===== src/design/sacs_cfg.svh =====
// Timing counts and code constants for the conversion sequencer
`ifndef SACS_CFG_SVH
`define SACS_CFG_SVH
`define SACS_DIV_RATIO 4
`define SACS_CONV_CYC_12 49
`define SACS_CONV_CYC_14 57
`define SACS_CONV_CYC_16 65
`define SACS_STROBE_EXTRA_NS 50
`define SACS_CLK_PERIOD_NS 4
`define SACS_STROBE_MIN_CYC ((`SACS_STROBE_EXTRA_NS + `SACS_CLK_PERIOD_NS - 1) / `SACS_CLK_PERIOD_NS)
`define SACS_OSC_LOW_CYC 8
`endif


===== src/design/sacs_pkg.sv =====
// Types for the conversion sequencer
package sacs_pkg;
  typedef enum logic [3:0] {
    SACS_TRACK = 4'b0001,
    SACS_SYNC = 4'b0010,
    SACS_TRIAL = 4'b0100,
    SACS_CAL = 4'b1000
  } sacs_state_e;
endpackage : sacs_pkg


===== src/design/sacs_sequencer.sv =====
// Successive-approximation conversion sequencer with calibration and clock select
// Functional notes
// - Conversion starts at half scale trial code
// - Clear bit if input below, try next
// - Try every bit once; final code result
// - Clamp to all ones or all zeros
// - Bipolar: MSB element tied to reference tracking
// - Bipolar output is offset binary
// - Idle means track, elements follow input
// - Conversion ignores input, uses held charge
// - Calibrate bit weight to lower sum plus dummy
// - Master clock input low selects oscillator
// - Durations counted in master clock cycles
// - Falling strobe holds input, starts conversion
// - Return to track automatically when done
// - Strobe still low restarts conversion
// - Sequencing runs on master clock divided four
// - Start may lag strobe up to four cycles
// - Conversion lasts at least 49/57/65 cycles
`timescale 1ns/1ps
`include "sacs_cfg.svh"
module sacs_sequencer
  import sacs_pkg::*;
#(
  parameter int NBITS = 16,
  parameter int CONV_CYC = `SACS_CONV_CYC_16
) (
  // Clock and reset
  input wire logic clk_i,
  input wire logic srst_i,
  // Control pins
  input wire logic hold_n_i,
  input wire logic master_clock_input_i,
  input wire logic bipolar_i,
  input wire logic cal_start_i,
  // Analog front end
  input wire logic cmp_below_i,
  input wire logic over_range_i,
  input wire logic under_range_i,
  output logic sample_switch_o,
  output logic msb_to_ref_o,
  output logic [NBITS-1:0] trial_code_o,
  output logic [NBITS-1:0] cal_select_o,
  output logic cal_trim_up_o,
  output logic use_osc_o,
  // Results
  output logic [NBITS-1:0] result_o,
  output logic eoc_n_o,
  output logic busy_o
);

  //--------------------------------------------------------------
  // Pin synchronisers
  //--------------------------------------------------------------
  logic [2:0] hold_sync;
  logic [2:0] next_hold_sync;
  logic [2:0] mck_sync;
  logic [2:0] next_mck_sync;
  logic hold_lvl;
  logic next_hold_lvl;
  logic mck_lvl;
  logic next_mck_lvl;
  logic hold_fall;

  // Three stages; level changes once stages two and three agree
  always_comb begin
    next_hold_sync = {hold_sync[1:0], hold_n_i};
    next_mck_sync = {mck_sync[1:0], master_clock_input_i};
    next_hold_lvl = (hold_sync[1] == hold_sync[2]) ? hold_sync[2] : hold_lvl;
    next_mck_lvl = (mck_sync[1] == mck_sync[2]) ? mck_sync[2] : mck_lvl;
  end

  always_ff @(posedge clk_i) begin
    if (srst_i) begin
      hold_sync <= 3'h7;
      mck_sync <= 3'h0;
      hold_lvl <= 1'b1;
      mck_lvl <= 1'b0;
    end else begin
      hold_sync <= next_hold_sync;
      mck_sync <= next_mck_sync;
      hold_lvl <= next_hold_lvl;
      mck_lvl <= next_mck_lvl;
    end
  end

  // Falling edge of the filtered strobe
  assign hold_fall = hold_lvl & ~next_hold_lvl;

  //--------------------------------------------------------------
  // Master clock source select
  //--------------------------------------------------------------
  logic [3:0] osc_cnt;
  logic [3:0] next_osc_cnt;
  logic use_osc;
  logic next_use_osc;

  // Input low for a while means oscillator; input going high means external clock
  always_comb begin
    next_osc_cnt = mck_lvl ? 4'h0 :
      ((osc_cnt == 4'(`SACS_OSC_LOW_CYC)) ? osc_cnt : osc_cnt + 4'h1);
    next_use_osc = (osc_cnt == 4'(`SACS_OSC_LOW_CYC));
  end

  always_ff @(posedge clk_i) begin
    if (srst_i) begin
      osc_cnt <= 4'h0;
      use_osc <= 1'b0;
    end else begin
      osc_cnt <= next_osc_cnt;
      use_osc <= next_use_osc;
    end
  end

  assign use_osc_o = use_osc;

  //--------------------------------------------------------------
  // Divide by four tick
  //--------------------------------------------------------------
  logic [1:0] div_cnt;
  logic [1:0] next_div_cnt;
  logic tick;

  // Internal sequencing clock as enable pulse
  always_comb begin
    next_div_cnt = div_cnt + 2'h1;
  end

  always_ff @(posedge clk_i) begin
    if (srst_i) begin
      div_cnt <= 2'h0;
    end else begin
      div_cnt <= next_div_cnt;
    end
  end

  assign tick = (div_cnt == 2'(`SACS_DIV_RATIO - 1));

  //--------------------------------------------------------------
  // Sequencer
  //--------------------------------------------------------------
  localparam int CW = $clog2(CONV_CYC + 1);
  localparam int BW = $clog2(NBITS + 1);
  sacs_state_e state;
  sacs_state_e next_state;
  logic [NBITS-1:0] code;
  logic [NBITS-1:0] next_code;
  logic [NBITS-1:0] bit_ptr;
  logic [NBITS-1:0] next_bit_ptr;
  logic [CW-1:0] cyc;
  logic [CW-1:0] next_cyc;
  logic [NBITS-1:0] result;
  logic [NBITS-1:0] next_result;
  logic eoc_n;
  logic next_eoc_n;
  logic trim_up;
  logic next_trim_up;
  logic [BW-1:0] tried;
  logic [BW-1:0] next_tried;

  // State, trial code and result updates
  always_comb begin
    next_state = state;
    next_code = code;
    next_bit_ptr = bit_ptr;
    next_cyc = cyc;
    next_result = result;
    next_eoc_n = eoc_n;
    next_trim_up = trim_up;
    next_tried = tried;
    unique case (state)
      SACS_TRACK: begin
        // Idle: elements follow the input
        if (cal_start_i) begin
          next_state = SACS_CAL;
          next_bit_ptr = {1'b0, {(NBITS-1){1'b0}}} | NBITS'(2); // start at bit 1
          next_eoc_n = 1'b1;
          next_tried = '0; // A strobe held through calibration must not restart
        end else if (hold_fall) begin
          next_state = SACS_SYNC;
          next_cyc = '0;
        end else if (!hold_lvl && tried == BW'(NBITS)) begin
          next_state = SACS_SYNC;
          next_cyc = '0;
          next_tried = '0;
        end
      end
      SACS_SYNC: begin
        // Wait for the divided clock: up to four cycles late
        next_cyc = cyc + CW'(1);
        if (tick) begin
          next_state = SACS_TRIAL;
          next_code = {1'b1, {(NBITS-1){1'b0}}};
          next_bit_ptr = {1'b1, {(NBITS-1){1'b0}}};
          next_tried = '0;
        end
      end
      SACS_TRIAL: begin
        // One trial per divided tick, held charge only
        if (cyc != CW'(CONV_CYC)) begin
          next_cyc = cyc + CW'(1);
        end
        if (tick && bit_ptr != '0) begin
          next_code = cmp_below_i ? (code & ~bit_ptr) : code;
          next_code = next_code | (bit_ptr >> 1);
          next_bit_ptr = bit_ptr >> 1;
          next_tried = tried + BW'(1);
        end
        if (bit_ptr == '0 && cyc == CW'(CONV_CYC)) begin
          if (over_range_i) begin
            next_result = '1;
          end else if (under_range_i) begin
            next_result = '0;
          end else begin
            next_result = code;
          end
          next_eoc_n = 1'b0;
          next_state = SACS_TRACK;
        end
      end
      SACS_CAL: begin
        // Trim each weight from bit 1 up to the MSB against lower sum plus dummy unit
        if (tick) begin
          next_trim_up = cmp_below_i;
          next_bit_ptr = bit_ptr << 1;
          if (bit_ptr[NBITS-1]) begin
            next_state = SACS_TRACK;
            next_eoc_n = 1'b0;
            next_bit_ptr = '0;
          end
        end
      end
      default: next_state = SACS_TRACK;
    endcase
  end

  always_ff @(posedge clk_i) begin
    if (srst_i) begin
      state <= SACS_TRACK;
      code <= '0;
      bit_ptr <= '0;
      cyc <= '0;
      result <= '0;
      eoc_n <= 1'b1;
      trim_up <= 1'b0;
      tried <= '0;
    end else begin
      state <= next_state;
      code <= next_code;
      bit_ptr <= next_bit_ptr;
      cyc <= next_cyc;
      result <= next_result;
      eoc_n <= next_eoc_n;
      trim_up <= next_trim_up;
      tried <= next_tried;
    end
  end

  //--------------------------------------------------------------
  // Outputs
  //--------------------------------------------------------------
  // Switch closed only while tracking; hold begins on the strobe edge
  assign sample_switch_o = (state == SACS_TRACK) && !hold_fall;
  assign msb_to_ref_o = bipolar_i && (state == SACS_TRACK);
  assign trial_code_o = code;
  assign cal_select_o = (state == SACS_CAL) ? (bit_ptr - NBITS'(1)) : '0;
  assign cal_trim_up_o = trim_up;
  assign result_o = result;
  assign eoc_n_o = eoc_n;
  assign busy_o = (state != SACS_TRACK);

  //--------------------------------------------------------------
  // Checks
  //--------------------------------------------------------------
  property p_start_half;
    @(posedge clk_i) disable iff (srst_i)
      (state == SACS_SYNC && tick) |=> (code == {1'b1, {(NBITS-1){1'b0}}});
  endproperty
  a_start_half: assert property (p_start_half) else $error("trial not half scale");

  property p_sync_bound;
    @(posedge clk_i) disable iff (srst_i)
      (state == SACS_TRACK && hold_fall && !cal_start_i) |=> (state == SACS_SYNC)
        ##[1:4] (state == SACS_TRIAL);
  endproperty
  a_sync_bound: assert property (p_sync_bound) else $error("start lag too long");

  property p_min_time;
    @(posedge clk_i) disable iff (srst_i)
      (state == SACS_TRIAL && next_state == SACS_TRACK) |-> (cyc == CW'(CONV_CYC));
  endproperty
  a_min_time: assert property (p_min_time) else $error("conversion too short");

  property p_all_bits;
    @(posedge clk_i) disable iff (srst_i)
      $rose(!busy_o) && $past(state) == SACS_TRIAL |-> (tried == BW'(NBITS));
  endproperty
  a_all_bits: assert property (p_all_bits) else $error("bits not all tried");

  property p_track_idle;
    @(posedge clk_i) disable iff (srst_i)
      (state != SACS_TRACK) |-> !sample_switch_o;
  endproperty
  a_track_idle: assert property (p_track_idle) else $error("switch closed in conversion");

  property p_done_eoc;
    @(posedge clk_i) disable iff (srst_i)
      (state == SACS_TRIAL && next_state == SACS_TRACK) |=> (!eoc_n_o && !busy_o);
  endproperty
  a_done_eoc: assert property (p_done_eoc) else $error("no return to track");

  property p_clamp;
    @(posedge clk_i) disable iff (srst_i)
      (state == SACS_TRIAL && next_state == SACS_TRACK && over_range_i) |=> (result_o == '1);
  endproperty
  a_clamp: assert property (p_clamp) else $error("over range not clamped");

  property p_div;
    @(posedge clk_i) disable iff (srst_i)
      tick |=> !tick ##1 !tick ##1 !tick ##1 tick;
  endproperty
  a_div: assert property (p_div) else $error("divider not four");

  property p_msb_ref;
    @(posedge clk_i) disable iff (srst_i)
      (bipolar_i && state == SACS_TRACK) |-> msb_to_ref_o;
  endproperty
  a_msb_ref: assert property (p_msb_ref) else $error("bipolar MSB not on reference");

endmodule : sacs_sequencer


===== config.mk =====
export PLATFORM = sky130hd
export DESIGN_NAME = sacs_sequencer
export DESIGN_NICKNAME = d
export VERILOG_FILES = /design/src/design/sacs_pkg.sv /design/src/design/sacs_sequencer.sv
export VERILOG_INCLUDE_DIRS = /design/src /design/src/design
export SDC_FILE = /design/constraint.sdc
export NUM_CORES = 1
export LEC_CHECK = 0
export BUFFER_PORTS_ARGS = -buffer_cell sky130_fd_sc_hd__buf_4
export CORE_MARGIN = 1
export CORE_UTILIZATION = 60
export CTS_CLUSTER_SIZE = 16
export DETAILED_ROUTE_END_ITERATION = 12
export PLACE_DENSITY = 0.83
export REMOVE_ABC_BUFFERS = 1
export SYNTH_ARGS = -nofsm -noshare
export SYNTH_HDL_FRONTEND = slang
export SYNTH_SLANG_ARGS = --single-unit

===== constraint.sdc =====
create_clock -name clk_i -period 4.1 [get_ports clk_i]
set_input_delay 0.205 -clock clk_i [delete_from_list [all_inputs] [get_ports clk_i]]
set_output_delay 0.205 -clock clk_i [all_outputs]
set_load 0.01 [all_outputs]

Yosys cells after proc, flatten, opt, wreduce, memory -nomap -nowiden. Cells that the tools add are included.

Output and inout bits: 54. Word-level logic and storage cells: 108. Bits of input ports: 9. Flip-flop bits (word level): 81.

Add/sub/neg operators: 5. Muxes and demuxes: 37. Reduce and logical (&&, ||, !) cells: 22. Bitwise logic cells: 5. Eq/ne operators: 24.

Operator list (number): $mux W16 (10); $pmux W16 S4 (1); $pmux W16 S2 (1); $mux W4 (7); $mux W7 (4); $mux W5 (5); $pmux W7 S3 (1); $reduce_and A5 Y1 (4); $and A16 B16 Y16 (1); $logic_not A16 Y1 (1); $ne A2 B2 Y1 const B (8); $not A16 Y16 (1); $or A16 B15 Y16 (1); $pmux W4 S4 (1); $reduce_bool A16 Y1 (1); $sub A16 B1 Y16 const B (1); $pmux W5 S3 (1); $ne A3 B3 Y1 const B (3); $eq A4 B4 Y1 const B (2); $add A7 B1 Y7 const B (1); $eq A7 B7 Y1 const B (1); $ne A7 B7 Y1 const B (1); $reduce_bool A3 Y1 (2); $add A5 B1 Y5 const B (1); 22 further kinds (33).

Longest topological paths before layout.
Depth in word-level cells: 7. Gate-level depth with buffers: 10. Mapped depth without buffers: 7.

Worst setup path before layout. Ideal clock, no wire load.

Kind: register to register. Start point: register bit_ptr[1]. End point: register code[12] (netlist: trial_code_o[12]). Required time: 3.983 ns. Clock period less this slack: 2.342 ns. Path slack: 1.758 ns. Arrival time: 2.225 ns. Stages on the path, launching flop included: 10. Buffers on the path: 3. Cells stage by stage: dfxtp_1 > clkbuf_1 > inv_1 > ha_1 > or3b_1 > buf_2 > or4_4 > and4_4 > buf_6 > a32o_1.

Longest elaborated chain between the ends: 4.

RTL lines: start, declared (line sacs_sequencer.sv:148) `logic [NBITS-1:0] bit_ptr;`; start signal, assigned (line sacs_sequencer.sv:250) `bit_ptr <= next_bit_ptr;`; $reduce_bool A16 Y1 (line sacs_sequencer.sv:203) `if (tick && bit_ptr != '0) begin`; $logic_and A1 B1 Y1 (line sacs_sequencer.sv:203); $ne A2 B2 Y1 (no source line); $reduce_and A3 Y1 (no source line); end signal, assigned (line sacs_sequencer.sv:249) `code <= next_code;`; end, declared (line sacs_sequencer.sv:146) `logic [NBITS-1:0] code;`.

No other way between the ends. A chain may end at the register's enable or synchronous reset.

Worst setup path after layout.
Start point: register bit_ptr[0]. End point: register bit_ptr[6].

Longest elaborated chain between the ends: 4.

RTL lines (line): $reduce_bool A16 Y1 (sacs_sequencer.sv:203); $logic_and A1 B1 Y1 (sacs_sequencer.sv:203); $ne A2 B2 Y1 (no source line); $reduce_and A5 Y1 (no source line).

No other way between the ends.

==> summary.md <==
| Metric | Value |
|---|---|
| Worst-Margin Slew | `0.7873 ns` |
| Post-CTS Setup Bufs | `0` |
| Cell area after synthesis | `4163 sq um` |
| DRC viols | `0` |
| TritonCTS clock tree | `done` |
| Max-slew headroom | `46.77%` |
| Slew Limit Fails | `0` |
| Min-delay src | `hold_n_i` |
| Final setup TNS | `0 ns` |
| Predominant post-synthesis flop cell | `dfxtp_1` |
| Tmin final | `2.907 ns` |
| CTS max path bufs | `2` |
| Final Power | `2.043 mW` |
| Die Y | `85.30 um` |
| RSZ-0062 raised after global routing | `false` |
| Post-DP HPWL | `6839 um` |
| Reg2reg setup slack | `1.19 ns` |
| Die footprint | `7275 sq um` |
| Final net count | `531` |
| Initial core utilization | `63.74%` |
| Worst R2R End | `bit_ptr[6]` |
| R2R depth | `7` |
| Overflow after GRT | `0` |
| Final setup viols | `0` |
| Cell Rows | `29` |
| Worst path slowest cell | `nor2_1` |
| Pwr/cell area | `431.0 nW/um^2` |
| Port Buffers | `62` |
| Cells after synthesis | `485` |
| Placement Setup Slack | `1.256 ns` |
| Final ANT Viol Nets | `0` |
| Top fanout value on the critical path | `12` |
| Crit share post-route | `70.90%` |
| Synth cell types | `58` |
| Max Clk Rate | `0.3440 GHz` |
| Worst Hold Endpoint | `hold_sync[0]` |
| DIE WIDTH | `85.30 um` |
| Initial antenna violation count | `0` |
| Layout area overhead | `13.86%` |
| Drt first pass iters | `5` |
| Startpoint types | `register` |
| Non-Filler Instances | `596` |
| Largest net degree at the start of global routing | `53` |
| CP Class | `register to register` |
| CP Data Arrival Time | `3.14 ns` |
| Layout Skew | `0.006318 ns` |
| Status | `finished, final reports clean` |
| Hold buffers post-CTS | `0` |
| YS warnings | `0` |
| CTS sink count | `81` |
| Hold_ws | `0.03265 ns` |
| Synthesis-stage register bit count | `81` |
| CP cell instances | `inv_1 > ha_1 > or3b_1 > o41a_1 > nor2_1 > or4_1 > o2bb2ai_1` |
| Worst path max stage delay | `0.51 ns` |
| Clk slew on worst S/H paths | `0.08 ns` |
| Post-CTS Resized | `0` |
| Clk_lat worst skew | `0.35 ns` |
| Area of the core | `6531 sq um` |
| Fill count | `514` |
| Hold Violations, Final | `0` |
| FF-to-FF Start | `bit_ptr[0]` |
| Sequential share of the synthesized area | `38.95%` |
| Global-route wire length before repair | `16650 um` |
| Final Wtd Congestion | `0.8437` |
| H-tree level count | `3` |
| # diodes | `0` |
| DR vias/cell | `6.408` |
| Leakage power total | `1.771 nW` |
| GRT Util Overall | `28.26%` |
| Crit end category | `register` |
| EDFF count, synth | `0` |
| Final setup margin | `1.193 ns` |
| Layout cells sized above 1 | `23.31%` |
| Async set-reset flop share out of synthesis | `0%` |
| DR vias | `3819` |
| Mean post-synth cell area | `8.583 sq um` |
| Hold path depth | `2` |
| Max-Cap Viols | `0` |
| Crit. Startpoint | `bit_ptr[0]` |
| CTS Buf Count | `9` |
| Per-cell routed wire length | `17.09 um` |
| CTS Root Cell | `clkbuf_8` |
| Initial DRC Count | `422` |
| Final wirelength | `10190 um` |
| Worst VDD drop | `0.2482 mV` |
| # placed instances | `580` |
| # IOs | `63` |
| Worst min-delay path class | `input port to register` |
| Critical Path RT | `4.33 ns` |
| Number of global-route vias before repair | `3454` |
==> per-layer routing <==
layer  share of wire, %  wire length [um]  global-route usage (%)
met1                 44              4522                   38.77
met2                 48              4871                   45.82
met3                6.5               661                   4.280
met4                1.3               133                   9.242
met5                  0                 0                       0
==> where the power goes <==
| group | switching [mW] | total (mW) | internal, mW |
|---|---|---|---|
| combinational | 0.348 | 0.557 | 0.209 |
| sequential | 0.0434 | 0.854 | 0.811 |
| clock | 0.290 | 0.632 | 0.342 |
==> critical path: cells and delay by family (launching register included) <==
kind	cells	cell delay, ns
DFF	1	0.38
and+or+nand+nor	3	1.50
adders and majority gates	1	0.18
buffers and inverters	1	0.11
AOI/OAI and AO/OA	2	0.61
==> kinds of logic after synthesis <==
family                     Yosys count  share of synthesized area (%)
and+or+nand+nor                    183                          23.53
AOI/OAI and AO/OA                  132                          23.93
DFF                                 81                          38.95
buffers and inverters               59                          6.492
xor gates and xnor gates            20                          4.208
adders and majority gates            8                          2.405
muxes                                2                         0.4809
==> cells in the final DEF (no fill, tap or decap), types with 7 or more instances in the layout <==
cell        n
o2bb2ai_1  12
a22oi_1    13
ha_1        8
a32o_1     12
a31oi_1     7
nor4_1      7
inv_1      12
clkbuf_8    9
nor3_1      8
a211oi_2   14
buf_4      65
xnor2_1    14
nand3_1     8
nor2_2     15
nor2_1     39
a21oi_1    37
dfxtp_1    81
nand2_1    53
o21ai_0     9
==> area by class of cell <==
cell class | count | area, sq um | share of cell area [%]
Clock inverter | 5 | 80.08 | 1.690
Timing Repair Buffer | 65 | 488.0 | 10.30
Inverter | 12 | 45.04 | 0.9504
Tap cell | 77 | 96.34 | 2.033
Sequential cell | 81 | 1622 | 34.21
Clock buffer | 11 | 131.4 | 2.772
Multi-Input combinational cell | 345 | 2277 | 48.05
==> worst max path at each step <==
stage	endpoint	slack [ns]	depth (start not counted)
3_5_place_dp	bit_ptr[6]	1.26	7
6_report	bit_ptr[6]	1.19	7
5_1_grt	bit_ptr[3]	1.01	7
3_3_place_gp	bit_ptr[6]	1.35	7
4_1_cts	bit_ptr[6]	1.27	7
2_1_floorplan	result_o[0]	-1.02	5
==> synthesized netlist by cell type, drive strengths merged (8+ instances only) <==
| library cell | instances | share of area (%) |
|---|---|---|
| dfxtp | 81 | 39 |
| clkbuf | 31 | 2.8 |
| nand3 | 8 | 0.96 |
| o2bb2ai | 12 | 2.5 |
| o21ai | 11 | 1.3 |
| nand2 | 53 | 4.8 |
| a32o | 12 | 2.9 |
| nor3 | 8 | 0.96 |
| buf | 16 | 2.6 |
| inv | 12 | 1.1 |
| a21oi | 37 | 4.4 |
| xnor2 | 14 | 2.9 |
| a211oi | 20 | 5.3 |
| a22oi | 13 | 2.3 |
| or4 | 8 | 1.6 |
| nor2 | 55 | 6.3 |
| ha | 8 | 2.4 |
==> per-stage QoR <==
step | instance area [sq um] | utilization [%]
after floorplan | 3938 | -
after CTS | 4740 | 72.57
final | 4740 | 72.57
after detailed placement | 4528 | 69.33
after global placement | 4528 | 69.33
after global routing | 4740 | 72.57
==> state kept, by name (all words and copies together) (netlist names), 2 cells and up <==
signal,count
bit_ptr,16
cyc,7
div_cnt,2
hold_sync,3
mck_sync,3
osc_cnt,4
result_o,16
state,4
trial_code_o,16
tried,5
No activity file was read; power rests on OpenSTA's default activity.
